**config.mk**
```make
export PLATFORM = sky130hd
export DESIGN_NAME = dsm_status_mode
export DESIGN_NICKNAME = d
export VERILOG_FILES = /design/src/common/dsm_pkg.sv /design/src/common/dsm_tie_if.sv /design/src/hdl/dsm_ref_monitor.sv /design/src/hdl/dsm_phase_corrector.sv /design/src/hdl/dsm_status_mode.sv
export VERILOG_INCLUDE_DIRS = /design/src /design/src/common
export SDC_FILE = /design/constraint.sdc
export NUM_CORES = 1
export LEC_CHECK = 0
export ABC_AREA = 1
export BUFFER_PORTS_ARGS = -buffer_cell sky130_fd_sc_hd__buf_2
export CAP_MARGIN = 15
export CELL_PAD_IN_SITES_DETAIL_PLACEMENT = 2
export CELL_PAD_IN_SITES_GLOBAL_PLACEMENT = 2
export CORE_AREA = 5 5 249 251
export DETAILED_ROUTE_END_ITERATION = 7
export DIE_AREA = 0 0 254 256
export PLACE_DENSITY_LB_ADDON = 0.05
export SKIP_LAST_GASP = 1
export SLEW_MARGIN = 20
export SYNTH_ARGS = -nofsm -noshare
export SYNTH_HDL_FRONTEND = slang
export SYNTH_SLANG_ARGS = --single-unit
```
**constraint.sdc**
```tcl
create_clock -name clock -period 7.75 [get_ports clock]
set_input_delay 1.55 -clock clock [delete_from_list [all_inputs] [get_ports clock]]
set_output_delay 1.55 -clock clock [all_outputs]
set_load 0.02 [all_outputs]
```
**src/common/dsm_regs.svh**
```systemverilog
// constants of the pll status and mode-pin block
// assumes a 10 MHz master clock; included by bare name
`ifndef DSM_REGS_SVH
`define DSM_REGS_SVH

`define DSM_CLK_PERIOD_NS 100
`define DSM_RESET_HOLD_NS 3000000
`define DSM_RESET_HOLD_CYC ((`DSM_RESET_HOLD_NS + `DSM_CLK_PERIOD_NS - 1) / `DSM_CLK_PERIOD_NS)

`define DSM_MODE_NORMAL 2'h0
`define DSM_MODE_HOLD 2'h1
`define DSM_MODE_FREE 2'h2
`define DSM_MODE_AUTO 2'h3

`define DSM_OOR_LIMIT0 16'h0004
`define DSM_OOR_LIMIT1 16'h0006
`define DSM_OOR_LIMIT2 16'h0008
`define DSM_OOR_LIMIT3 16'h0008

`define DSM_GATE_LAST 16'h03ff
`define DSM_REF_NOMINAL 16'h0080
`define DSM_JUMP_LIMIT 16'h0002
`define DSM_LOCK_SETTLE 16'h0100
`define DSM_CNT_MAX 16'hffff

`define DSM_REG_CTRL 8'h00
`define DSM_REG_STATUS 8'h04
`define DSM_REG_INT_STAT 8'h08
`define DSM_REG_INT_MASK 8'h0c
`define DSM_REG_DELAY 8'h10

`define DSM_CTRL_REF 1:0
`define DSM_EV_FIELD 4:0
`define DSM_REF_NONE 2'h3

`endif

```
**src/common/dsm_pkg.sv**
```systemverilog
// types shared by the pll status and mode-pin block
// no assumptions beyond a single clock domain
package dsm_pkg;

  typedef enum logic [3:0] {
    ST_RST = 4'b0001,
    ST_FREE = 4'b0010,
    ST_NORMAL = 4'b0100,
    ST_HOLD = 4'b1000
  } dsm_state_t;

  typedef struct packed {
    logic hit;
    logic [1:0] app;
    logic [1:0] mode;
    logic [2:0] refs;
  } dsm_pins_t;

  function automatic logic [15:0] dsm_absdiff(input logic [15:0] a, input logic [15:0] b);
    return (a > b) ? a - b : b - a;
  endfunction

endpackage

```
**src/common/dsm_tie_if.sv**
```systemverilog
// carrier between mode control and the phase error corrector
// one clock domain, driven by the status block
`timescale 1ns/100ps
interface dsm_tie_if;
  logic retEvt;
  logic hitless;
  logic [15:0] phase;
  logic [15:0] delay;
  modport ctl (output retEvt, output hitless, output phase, input delay);
  modport corr (input retEvt, input hitless, input phase, output delay);
endinterface

```
**src/hdl/dsm_ref_monitor.sv**
```systemverilog
// frequency and stability monitor for one reference
// expects a reference level already synchronised to clock
`timescale 1ns/100ps
`include "dsm_regs.svh"
module dsm_ref_monitor
  import dsm_pkg::*;
(
  // clock and reset
  input wire logic clock,
  input wire logic srst,
  // reference and limit
  input wire logic refLevel,
  input wire logic [15:0] oorLimit,
  // result
  output logic fault
);
  logic prev_reg, prev_next, fault_reg, fault_next, jump_reg, jump_next, valid_reg, valid_next;
  logic [15:0] gate_reg, gate_next, edges_reg, edges_next, per_reg, per_next;
  logic [15:0] last_reg, last_next;
  logic edgeSeen, gateEnd, jumpNow, oorNow;

  always_comb begin
    edgeSeen = refLevel & ~prev_reg;
    gateEnd = (gate_reg == `DSM_GATE_LAST);
    jumpNow = edgeSeen & valid_reg &
              (dsm_absdiff(per_reg, last_reg) > `DSM_JUMP_LIMIT);
    oorNow = dsm_absdiff(edges_reg, `DSM_REF_NOMINAL) > oorLimit;
    prev_next = refLevel;
    gate_next = gateEnd ? 16'h0 : gate_reg + 16'h1;
    edges_next = gateEnd ? 16'h0 : edges_reg + {15'h0, edgeSeen};
    per_next = edgeSeen ? 16'h0 : (per_reg == `DSM_CNT_MAX ? per_reg : per_reg + 16'h1);
    last_next = edgeSeen ? per_reg : last_reg;
    valid_next = valid_reg | edgeSeen;
    jump_next = gateEnd ? 1'b0 : (jump_reg | jumpNow);
    // a window result replaces the flag; a jump raises it at once
    fault_next = gateEnd ? (oorNow | jump_reg | jumpNow) : (fault_reg | jumpNow);
  end

  always_ff @(posedge clock) begin
    if (srst) begin
      prev_reg <= 1'b0;
      gate_reg <= 16'h0;
      edges_reg <= 16'h0;
      per_reg <= 16'h0;
      last_reg <= 16'h0;
      valid_reg <= 1'b0;
      jump_reg <= 1'b0;
      fault_reg <= 1'b0;
    end else begin
      prev_reg <= prev_next;
      gate_reg <= gate_next;
      edges_reg <= edges_next;
      per_reg <= per_next;
      last_reg <= last_next;
      valid_reg <= valid_next;
      jump_reg <= jump_next;
      fault_reg <= fault_next;
    end
  end

  assign fault = fault_reg;
endmodule

```
**src/hdl/dsm_phase_corrector.sv**
```systemverilog
// phase error corrector: keeps or remeasures the stored delay
// the controller raises retEvt for one cycle on a same-reference return
`timescale 1ns/100ps
module dsm_phase_corrector
  import dsm_pkg::*;
(
  // clock and reset
  input wire logic clock,
  input wire logic srst,
  // control side
  dsm_tie_if.corr bus
);
  logic [15:0] delay_reg, delay_next;

  always_comb begin
    delay_next = delay_reg;
    if (bus.retEvt && bus.hitless) begin
      delay_next = bus.phase;
    end
  end

  always_ff @(posedge clock) begin
    if (srst) begin
      delay_reg <= 16'h0;
    end else begin
      delay_reg <= delay_next;
    end
  end

  assign bus.delay = delay_reg;
endmodule

```
**src/hdl/dsm_status_mode.sv**
```systemverilog
// pll status pins, mode-pin decoding, internal reset hold and register port
// pins are asynchronous to clock; register port is on clock
//
// The implementer's own choices: the address-and-strobe port and the register offsets.
`timescale 1ns/100ps
`include "dsm_regs.svh"
// Function
// - lock output high only while locked to the selected reference.
// - holdover output high whenever the loop is in holdover.
// - each reference fault flag rises when its frequency leaves the profile limit.
// - a fault flag also rises on abrupt phase or frequency jumps.
// - hitless select low: keep stored corrector delay on same-reference return.
// - hitless select high: measure a fresh corrector delay on that return.
// - the two mode bits decode together as one field selecting the mode.
// - the two profile bits decode together and choose the out-of-range limit.
// - after reset release, stay in internal reset 3 ms with clock outputs released.
module dsm_status_mode
  import dsm_pkg::*;
#(
  parameter int RESET_HOLD_CYC = `DSM_RESET_HOLD_CYC,
  parameter logic [1:0] MODE_NORMAL = `DSM_MODE_NORMAL,
  parameter logic [1:0] MODE_HOLD = `DSM_MODE_HOLD,
  parameter logic [1:0] MODE_FREE = `DSM_MODE_FREE,
  parameter logic [1:0] MODE_AUTO = `DSM_MODE_AUTO,
  parameter logic [15:0] OOR_LIMIT0 = `DSM_OOR_LIMIT0,
  parameter logic [15:0] OOR_LIMIT1 = `DSM_OOR_LIMIT1,
  parameter logic [15:0] OOR_LIMIT2 = `DSM_OOR_LIMIT2,
  parameter logic [15:0] OOR_LIMIT3 = `DSM_OOR_LIMIT3
) (
  // clock and reset
  input wire logic clock,
  input wire logic srst,
  // board pins
  input wire logic [2:0] refClkPin,
  input wire logic op_mode_bit0,
  input wire logic op_mode_bit1,
  input wire logic [1:0] application_profile,
  input wire logic hitless_return_select,
  // status pins
  output logic lockIndicator,
  output logic holdoverIndicator,
  output logic ref_a_fault_flag,
  output logic ref_b_fault_flag,
  output logic ref_c_fault_flag,
  output logic clkOutEn_n,
  // register port
  input wire logic [7:0] regAddr,
  input wire logic [31:0] regWrData,
  input wire logic regWrStb,
  input wire logic regRdStb,
  output logic [31:0] regRdData,
  output logic irq,
  // corrector delay
  output logic [15:0] corrDelay
);
  localparam int NPIN = $bits(dsm_pins_t);
  localparam logic [15:0] RST_LAST = 16'(RESET_HOLD_CYC - 1);

  dsm_pins_t pinRaw, meta_reg, sync_reg;
  logic [2:0] refFault, refPrev_reg, refPrev_next;
  logic [15:0] oorLimit;
  dsm_state_t st_reg, st_next;
  logic [15:0] rstCnt_reg, rstCnt_next, settle_reg, settle_next, phase_reg, phase_next;
  logic [1:0] curRef_reg, curRef_next, wantRef;
  logic history_reg, history_next, lock_reg, lock_next, hold_reg, hold_next;
  logic oen_reg, oen_next, inReset, monRst, retEvt, selEdge;
  logic [1:0] ctrlRef_reg, ctrlRef_next;
  logic [4:0] intStat_reg, intStat_next, mask_reg, mask_next, events;
  logic [2:0] faultPrev_reg, faultPrev_next;
  logic [31:0] rd_reg, rd_next;
  logic irq_reg, irq_next;
  dsm_tie_if tieBus();

  function automatic logic refOk(input logic [2:0] f, input logic [1:0] idx);
    return (idx != `DSM_REF_NONE) && !f[idx];
  endfunction

  // every pin passes two flops before any logic sees it
  assign pinRaw = '{hit: hitless_return_select, app: application_profile,
                    mode: {op_mode_bit1, op_mode_bit0}, refs: refClkPin};
  genvar gi;
  generate
    for (gi = 0; gi < NPIN; gi++) begin : g_sync
      always_ff @(posedge clock) begin
        if (srst) begin
          meta_reg[gi] <= 1'b0;
          sync_reg[gi] <= 1'b0;
        end else begin
          meta_reg[gi] <= pinRaw[gi];
          sync_reg[gi] <= meta_reg[gi];
        end
      end
    end
    for (gi = 0; gi < 3; gi++) begin : g_mon
      dsm_ref_monitor u_mon (
        .clock(clock),
        .srst(monRst),
        .refLevel(sync_reg.refs[gi]),
        .oorLimit(oorLimit),
        .fault(refFault[gi])
      );
    end
  endgenerate

  always_comb begin
    oorLimit = OOR_LIMIT3;
    if (sync_reg.app == 2'h0) begin
      oorLimit = OOR_LIMIT0;
    end else if (sync_reg.app == 2'h1) begin
      oorLimit = OOR_LIMIT1;
    end else if (sync_reg.app == 2'h2) begin
      oorLimit = OOR_LIMIT2;
    end
  end

  assign inReset = (st_reg == ST_RST);
  // monitors restart with the device so no stale fault leaks out of reset
  assign monRst = srst | inReset;

  always_comb begin
    wantRef = (ctrlRef_reg == `DSM_REF_NONE) ? 2'h0 : ctrlRef_reg;
    if (sync_reg.mode == MODE_AUTO) begin
      if (refOk(refFault, 2'h0)) wantRef = 2'h0;
      else if (refOk(refFault, 2'h1)) wantRef = 2'h1;
      else if (refOk(refFault, 2'h2)) wantRef = 2'h2;
      else wantRef = curRef_reg;
    end
    st_next = st_reg;
    rstCnt_next = rstCnt_reg;
    case (st_reg)
      ST_RST: begin
        rstCnt_next = rstCnt_reg + 16'h1;
        if (rstCnt_reg == RST_LAST) st_next = ST_FREE;
      end
      default: begin
        if (sync_reg.mode == MODE_FREE) st_next = ST_FREE;
        else if (sync_reg.mode == MODE_HOLD) st_next = history_reg ? ST_HOLD : ST_FREE;
        else if (refOk(refFault, wantRef)) st_next = ST_NORMAL;
        else st_next = history_reg ? ST_HOLD : ST_FREE;
      end
    endcase
    curRef_next = (st_next == ST_NORMAL) ? wantRef : curRef_reg;
    // only a return to the reference already used counts for the corrector
    retEvt = (st_reg == ST_HOLD || st_reg == ST_FREE) && st_next == ST_NORMAL &&
             history_reg && wantRef == curRef_reg;
    settle_next = 16'h0;
    if (st_next == ST_NORMAL && st_reg == ST_NORMAL && curRef_next == curRef_reg) begin
      settle_next = (settle_reg == `DSM_LOCK_SETTLE) ? settle_reg : settle_reg + 16'h1;
    end
    lock_next = (st_next == ST_NORMAL) && (settle_next == `DSM_LOCK_SETTLE);
    history_next = history_reg | lock_reg;
    hold_next = (st_next == ST_HOLD);
    oen_next = (st_next == ST_RST);
    refPrev_next = sync_reg.refs;
    selEdge = sync_reg.refs[curRef_reg] & ~refPrev_reg[curRef_reg];
    phase_next = selEdge ? 16'h0 : (phase_reg == `DSM_CNT_MAX ? phase_reg : phase_reg + 16'h1);
  end

  always_ff @(posedge clock) begin
    if (srst) begin
      st_reg <= ST_RST;
      rstCnt_reg <= 16'h0;
      curRef_reg <= 2'h0;
      settle_reg <= 16'h0;
      lock_reg <= 1'b0;
      history_reg <= 1'b0;
      hold_reg <= 1'b0;
      oen_reg <= 1'b1;
      refPrev_reg <= 3'h0;
      phase_reg <= 16'h0;
    end else begin
      st_reg <= st_next;
      rstCnt_reg <= rstCnt_next;
      curRef_reg <= curRef_next;
      settle_reg <= settle_next;
      lock_reg <= lock_next;
      history_reg <= history_next;
      hold_reg <= hold_next;
      oen_reg <= oen_next;
      refPrev_reg <= refPrev_next;
      phase_reg <= phase_next;
    end
  end

  assign tieBus.retEvt = retEvt;
  assign tieBus.hitless = sync_reg.hit;
  assign tieBus.phase = phase_reg;

  dsm_phase_corrector u_corr (
    .clock(clock),
    .srst(srst),
    .bus(tieBus.corr)
  );

  // register port and interrupts; a read of the interrupt status clears it, new events win
  always_comb begin
    ctrlRef_next = ctrlRef_reg;
    mask_next = mask_reg;
    rd_next = 32'h0;
    intStat_next = intStat_reg;
    faultPrev_next = refFault;
    events = {refFault & ~faultPrev_reg, hold_next & ~hold_reg, lock_reg & ~lock_next};
    if (regWrStb) begin
      if (regAddr == `DSM_REG_CTRL) ctrlRef_next = regWrData[`DSM_CTRL_REF];
      else if (regAddr == `DSM_REG_INT_MASK) mask_next = regWrData[`DSM_EV_FIELD];
    end
    if (regRdStb) begin
      if (regAddr == `DSM_REG_CTRL) rd_next = 32'(ctrlRef_reg);
      else if (regAddr == `DSM_REG_STATUS) rd_next = 32'({refFault, hold_reg, lock_reg});
      else if (regAddr == `DSM_REG_INT_STAT) begin
        rd_next = 32'(intStat_reg);
        intStat_next = 5'h0;
      end
      else if (regAddr == `DSM_REG_INT_MASK) rd_next = 32'(mask_reg);
      else if (regAddr == `DSM_REG_DELAY) rd_next = 32'(tieBus.delay);
    end
    intStat_next = intStat_next | events;
    irq_next = |(intStat_next & mask_next);
  end

  always_ff @(posedge clock) begin
    if (srst) begin
      ctrlRef_reg <= 2'h0;
      mask_reg <= 5'h0;
      rd_reg <= 32'h0;
      intStat_reg <= 5'h0;
      faultPrev_reg <= 3'h0;
      irq_reg <= 1'b0;
    end else begin
      ctrlRef_reg <= ctrlRef_next;
      mask_reg <= mask_next;
      rd_reg <= rd_next;
      intStat_reg <= intStat_next;
      faultPrev_reg <= faultPrev_next;
      irq_reg <= irq_next;
    end
  end

  assign lockIndicator = lock_reg;
  assign holdoverIndicator = hold_reg;
  assign ref_a_fault_flag = refFault[0];
  assign ref_b_fault_flag = refFault[1];
  assign ref_c_fault_flag = refFault[2];
  assign clkOutEn_n = oen_reg;
  assign regRdData = rd_reg;
  assign irq = irq_reg;
  assign corrDelay = tieBus.delay;
endmodule

```
==> flow_summary.json, run 1 <==
{
  "outcome": "finished, final reports clean",
  "synthCells": 3416,
  "cts_made_buffers": 41,
  "area.growth.synth_to_final_pct": 11.1,
  "cp.required_ps": 8230,
  "setup_violations": 0,
  "finalHoldViolCount": 0,
  "clk_path_buf_depth": 3,
  "drv_slew": 0,
  "crit_path_cell_trace": "buf_2, buf_4, nor2_4, inv_2, buf_4, nor2_1, clkinv_1, nor3_1",
  "dp_slack_ps": 3120,
  "clock.fmax_mhz": 247,
  "num_rows": 90,
  "synth.distinct_cells": 56,
  "fin_cells": 4285,
  "dp_cells": 4208,
  "crit_type": "input pin to register",
  "use_met3": 0.0218,
  "viasPerCell": 5.03,
  "firstDrtPassIters": 4,
  "critPathSlowestCell": "nor2_1",
  "core_um2": 59700,
  "start_kind": "input pin",
  "ys.warnings.count": 0,
  "numPortBuffers": 63,
  "hold_buffers": 0,
  "die_area_um2": 65000,
  "setup_tns_ps": 0,
  "cpPeakStageDelay_ps": 590,
  "drive_gt1_frac": 0.0631,
  "cts_sinks": 329,
  "synth_top_area_frac": 0.303,
  "cts_resized": 0,
  "fp.dieH_um": 256,
  "min_path_type": "register to register",
  "routed_wl_um": 74000,
  "grt_max_degree": 60,
  "final_common_cell": "nand2_1",
  "ant_nets": 0,
  "drtIter0Drc": 583,
  "fp.dieW_um": 254,
  "grt_pass1_wl_um": 123000,
  "wl_per_cell_um": 17.3,
  "maxCapViolations": 0,
  "path_max_fanout": 59,
  "vias": 21564,
  "clkTransAtPathRegs_ps": 60,
  "finalCriticalPeriod_ps": 4050,
  "synth_edf_count": 0,
  "rsz0062_at_grt": "false",
  "critPathCaptureType": "register",
  "grt_overflow_total": 0,
  "post_cts_buffers": 0,
  "synth_seq_cells": 329,
  "timing.final.crit_share": 0.523,
  "cts-root-buf": "clkbuf_16",
  "grt_pass1_vias": 24230,
  "relSlewSlack": 0.391,
  "grt_util_all_layers": 0.224,
  "cts_tree": "done",
  "crit_arrival_ps": 4530,
  "insertion_delay_ps": 570,
  "hold-worst-slack_ps": 408,
  "power.density_nw_per_um2": 205,
  "dp_hpwl_um": 58300,
  "tightest_slew_ps": 909,
  "synthArstFlopShare": 0,
  "leakage_nw": 11.2,
  "yosysTopAreaCell": "dfxtp_1",
  "avgSynthCellArea_um2": 6.36,
  "ios": 107,
  "antenna_found_initial": 1,
  "gp_congestion": 0.823,
  "synth_area_um2": 21700,
  "skew_ps": 13.7,
  "layout_setup_ws_ps": 3700,
  "num-nets-final": 3661,
  "drc": 0,
  "synthTopCellsByArea": "dfxtp_1 (30%), nand2_1 (16%), inv_1 (10%)",
  "peakVddDrop_mv": 0.154,
  "yosysSeqAreaShare": 0.303,
  "synthFlopType": "dfxtp_1",
  "crit_top_cell": "buf_4",
  "htree_num_levels": 2,
  "start_util": 0.364,
  "busiest_layer": "met2",
  "grt_use_met1": 0.267,
  "mostFrequentLayoutCells": "nand2_1 (946), inv_1 (607), nor2_1 (371)",
  "grt.met2_usage": 0.432
}
-- per-layer routing --
| layer | wire [um] | vias up |
|---|---|---|
| li1 | - | 10732 |
| met1 | 32300 | 10616 |
| met2 | 39200 | 133 |
| met3 | 1180 | 83 |
| met4 | 1340 | 0 |
| met5 | 0 | - |
-- synthesized netlist by cell type (19+ instances only) --
master and count:
nor3_1 80, nand3_1 212, nand2_1 946, clkbuf_1 21, dfxtp_1 329, nor3b_1 22
nand4_1 47, a21oi_1 208, ha_1 133, a211oi_1 19, buf_2 23, xor2_1 94
nor2_1 371, inv_1 607, o21ai_0 98, buf_4 20, nand2_2 21
-- per-stage QoR --
step	cell area (um^2)	util	total power, mW
final	24100	0.404	4.94
after global routing	24100	0.404	5.24
after CTS	24100	0.404	5.02
after detailed placement	22700	0.381	3.01
after global placement	22700	0.381	2.94
after floorplan	21800	-	2.66
-- report_power, final --
part           leakage [nW]  internal (mW)  total, mW  switching [mW]
clock network         0.689           1.19       1.97           0.789
registers              2.66           1.74       1.78          0.0456
logic                  7.87          0.348       1.19           0.838
total                  11.2           3.27       4.94            1.67
-- cells by family after synthesis --
family	after synthesis	share of synthesized area
flip-flops	329	0.303
other	1	0.000173
AO/OA/AOI/OAI	364	0.0901
adder cells (fa/ha/maj)	139	0.0821
buffers and inverters	698	0.126
multiplexers	1	0.000461
AND/OR/NAND/NOR	1782	0.357
XOR/XNOR	102	0.0411
-- area by class of cell --
class | instances | area [um^2]
Fill cell | 7446 | 35500
Multi-Input combinational cell | 2404 | 12500
Sequential cell | 329 | 6590
Inverter | 622 | 2330
Clock buffer | 59 | 1200
Tap cell | 782 | 978
Timing Repair Buffer | 72 | 390
Clock inverter | 16 | 184
Antenna cell | 1 | 2.50
-- worst max-delay path, delay by kind of cell --
| kind | cells | cell delay, ps |
|---|---|---|
| buffers and inverters | 5 | 1600 |
| and+or+nand+nor | 3 | 1320 |
-- worst paths after layout --
check | startpoint | end | slack, ps | depth (start not counted)
setup / recovery | srst | g_mon[0].u_mon.per_reg[7]$_SDFFE_PP0P_ | 3700 | 8
hold / removal | meta_reg[3]$_SDFF_PP0_ | sync_reg[3]$_SDFF_PP0_ | 410 | 2
hold reg to reg | meta_reg[3]$_SDFF_PP0_ | sync_reg[3]$_SDFF_PP0_ | 410 | 2
setup reg to reg | g_mon[1].u_mon.per_reg[0]$_SDFFE_PP0P_ | g_mon[1].u_mon.fault$_SDFF_PP0_ | 4390 | 20
(Power assumes the default switching activity.)
==> run 2: changes to the inputs <==
Settings changed: CORE_AREA 5 5 249 251 to 5 5 271 273, DIE_AREA 0 0 254 256 to 0 0 276 278.
Clock period 7.75 ns to 3.7 ns, I/O delays scaled along.
==> run 2 against run 1 <==
  * Cell area rose by 2.0%
  * Sequential share of layout area fell by 0.53 points
  * Cell count rose by 4.5%
  * Clock power rose by 120%
  * Largest cell class unchanged
  * Clock skew rose by 15 ps
  * Critical path depth rose by 12
  * Global-route usage fell by 3.9 points
==> flow_summary.json, run 2 (synthesized netlist as in run 1, its figures left out) <==
{
  "viasPerCell": 4.77,
  "leakage_nw": 11.4,
  "grt_max_degree": 55,
  "clkTransAtPathRegs_ps": 60,
  "skew_ps": 28.7,
  "routed_wl_um": 72800,
  "cts_resized": 0,
  "post_cts_buffers": 0,
  "peakVddDrop_mv": 0.274,
  "n_antenna_cell": 0,
  "setup_tns_ps": 0,
  "vias": 21365,
  "crit_arrival_ps": 3660,
  "dp_cells": 4399,
  "fin_cells": 4476,
  "finalCriticalPeriod_ps": 3210,
  "route.met2.wl_um": 37400,
  "min_path_type": "register to register",
  "finalHoldViolCount": 0,
  "ios": 107,
  "fp.dieW_um": 276,
  "wl_met1_um": 32500,
  "wl_per_cell_um": 16.3,
  "critPathCaptureType": "register",
  "drc": 0,
  "layout_setup_ws_ps": 492,
  "grt_pass1_wl_um": 120000,
  "start_util": 0.307,
  "insertion_delay_ps": 590,
  "num_rows": 98,
  "cts_made_buffers": 43,
  "clock.fmax_mhz": 312,
  "tightest_slew_ps": 799,
  "ant_nets": 0,
  "top_layer": "met4",
  "cts_sinks": 329,
  "cts_tree": "done",
  "start_kind": "register",
  "final_common_cell": "nand2_1",
  "firstDrtPassIters": 4,
  "grt_overflow_total": 0,
  "drtIter0Drc": 582,
  "grt_pass1_vias": 23691,
  "gp_congestion": 0.816,
  "crit_type": "register to register",
  "dp_hpwl_um": 59100,
  "die_area_um2": 76700,
  "core_um2": 70900,
  "htree_num_levels": 2,
  "num-nets-final": 3685,
  "area.growth.synth_to_final_pct": 13.3,
  "setup_violations": 0,
  "timing.final.crit_share": 0.867,
  "relSlewSlack": 0.463,
  "holdPathStages": 2,
  "maxCapViolations": 0,
  "rsz0062_at_grt": "false",
  "hold_buffers": 0,
  "fillers": 8747,
  "cp.required_ps": 4150,
  "dp_slack_ps": 473,
  "path_max_fanout": 17,
  "cts-root-buf": "clkbuf_16",
  "outcome": "finished, final reports clean",
  "fp.dieH_um": 278,
  "rr_worst_depth": 20,
  "clk_path_buf_depth": 3,
  "grt_util_all_layers": 0.185,
  "numPortBuffers": 63,
  "drv_slew": 0,
  "antenna_found_initial": 0,
  "drive_gt1_frac": 0.0692,
  "power.density_nw_per_um2": 435,
  "mostFrequentLayoutCells": "nand2_1 (946), inv_1 (607), nor2_1 (370)",
  "route.met3.wl_um": 1280
}
==> run 2: path summary, 6_finish.rpt <==
check | startpoint | endpoint | slack (ps)
max | g_mon[1].u_mon.per_reg[0]$_SDFFE_PP0P_ | g_mon[1].u_mon.jump_reg$_SDFF_PP0_ | 490
min | meta_reg[2]$_SDFF_PP0_ | refPrev_next[2]$_SDFF_PP0_ | 380
max reg2reg | g_mon[1].u_mon.per_reg[0]$_SDFFE_PP0P_ | g_mon[1].u_mon.jump_reg$_SDFF_PP0_ | 490
min reg2reg | meta_reg[2]$_SDFF_PP0_ | refPrev_next[2]$_SDFF_PP0_ | 380
==> run 2: metal layers <==
metal  track usage  vias to the layer above
met5             0                        -
met4        0.0428                        0
met3        0.0190                       71
met2         0.356                      104
met1         0.222                    10422
li1              -                    10768
==> run 2: final cells by class <==
cell class	count	area (um^2)	area share
Clock buffer	63	1260	0.0512
Clock inverter	14	236	0.00961
Inverter	622	2330	0.0949
Multi-Input combinational cell	2404	12500	0.506
Sequential cell	329	6590	0.268
Tap cell	950	1190	0.0483
Timing Repair Buffer	94	548	0.0223
==> run 2: power breakdown <==
part	internal, mW	switching, mW	leakage, nW	total [mW]
clock network	2.72	1.71	0.738	4.43
registers	3.64	0.0751	2.66	3.72
logic	0.768	1.79	7.98	2.56
==> run 2: worst max-delay path, stage by stage (launching register included) <==
cell and delay (ps):
dfxtp_1 310, inv_1 100, ha_1 160, inv_1 90, fa_1 450, nand3_1 100
nand3_1 190, nand2_2 110, nand2_2 60, nand2_2 80, nand2_4 90, nand2_4 230
inv_2 150, nand2_1 100, nand2_1 50, inv_1 50, nand2_1 50, nor2_1 320
nand3_1 160, nand3_2 160, a21oi_1 80
==> run 2: per-stage QoR <==
step	power [mW]	area [um^2]	hold WS, ps	util
final	10.7	24600	383	0.347
after global routing	11.4	24600	408	0.347
after CTS	11.0	24600	385	0.347
after detailed placement	6.39	23100	404	0.326
after global placement	6.27	23100	398	0.326
after floorplan	5.57	21800	388	-
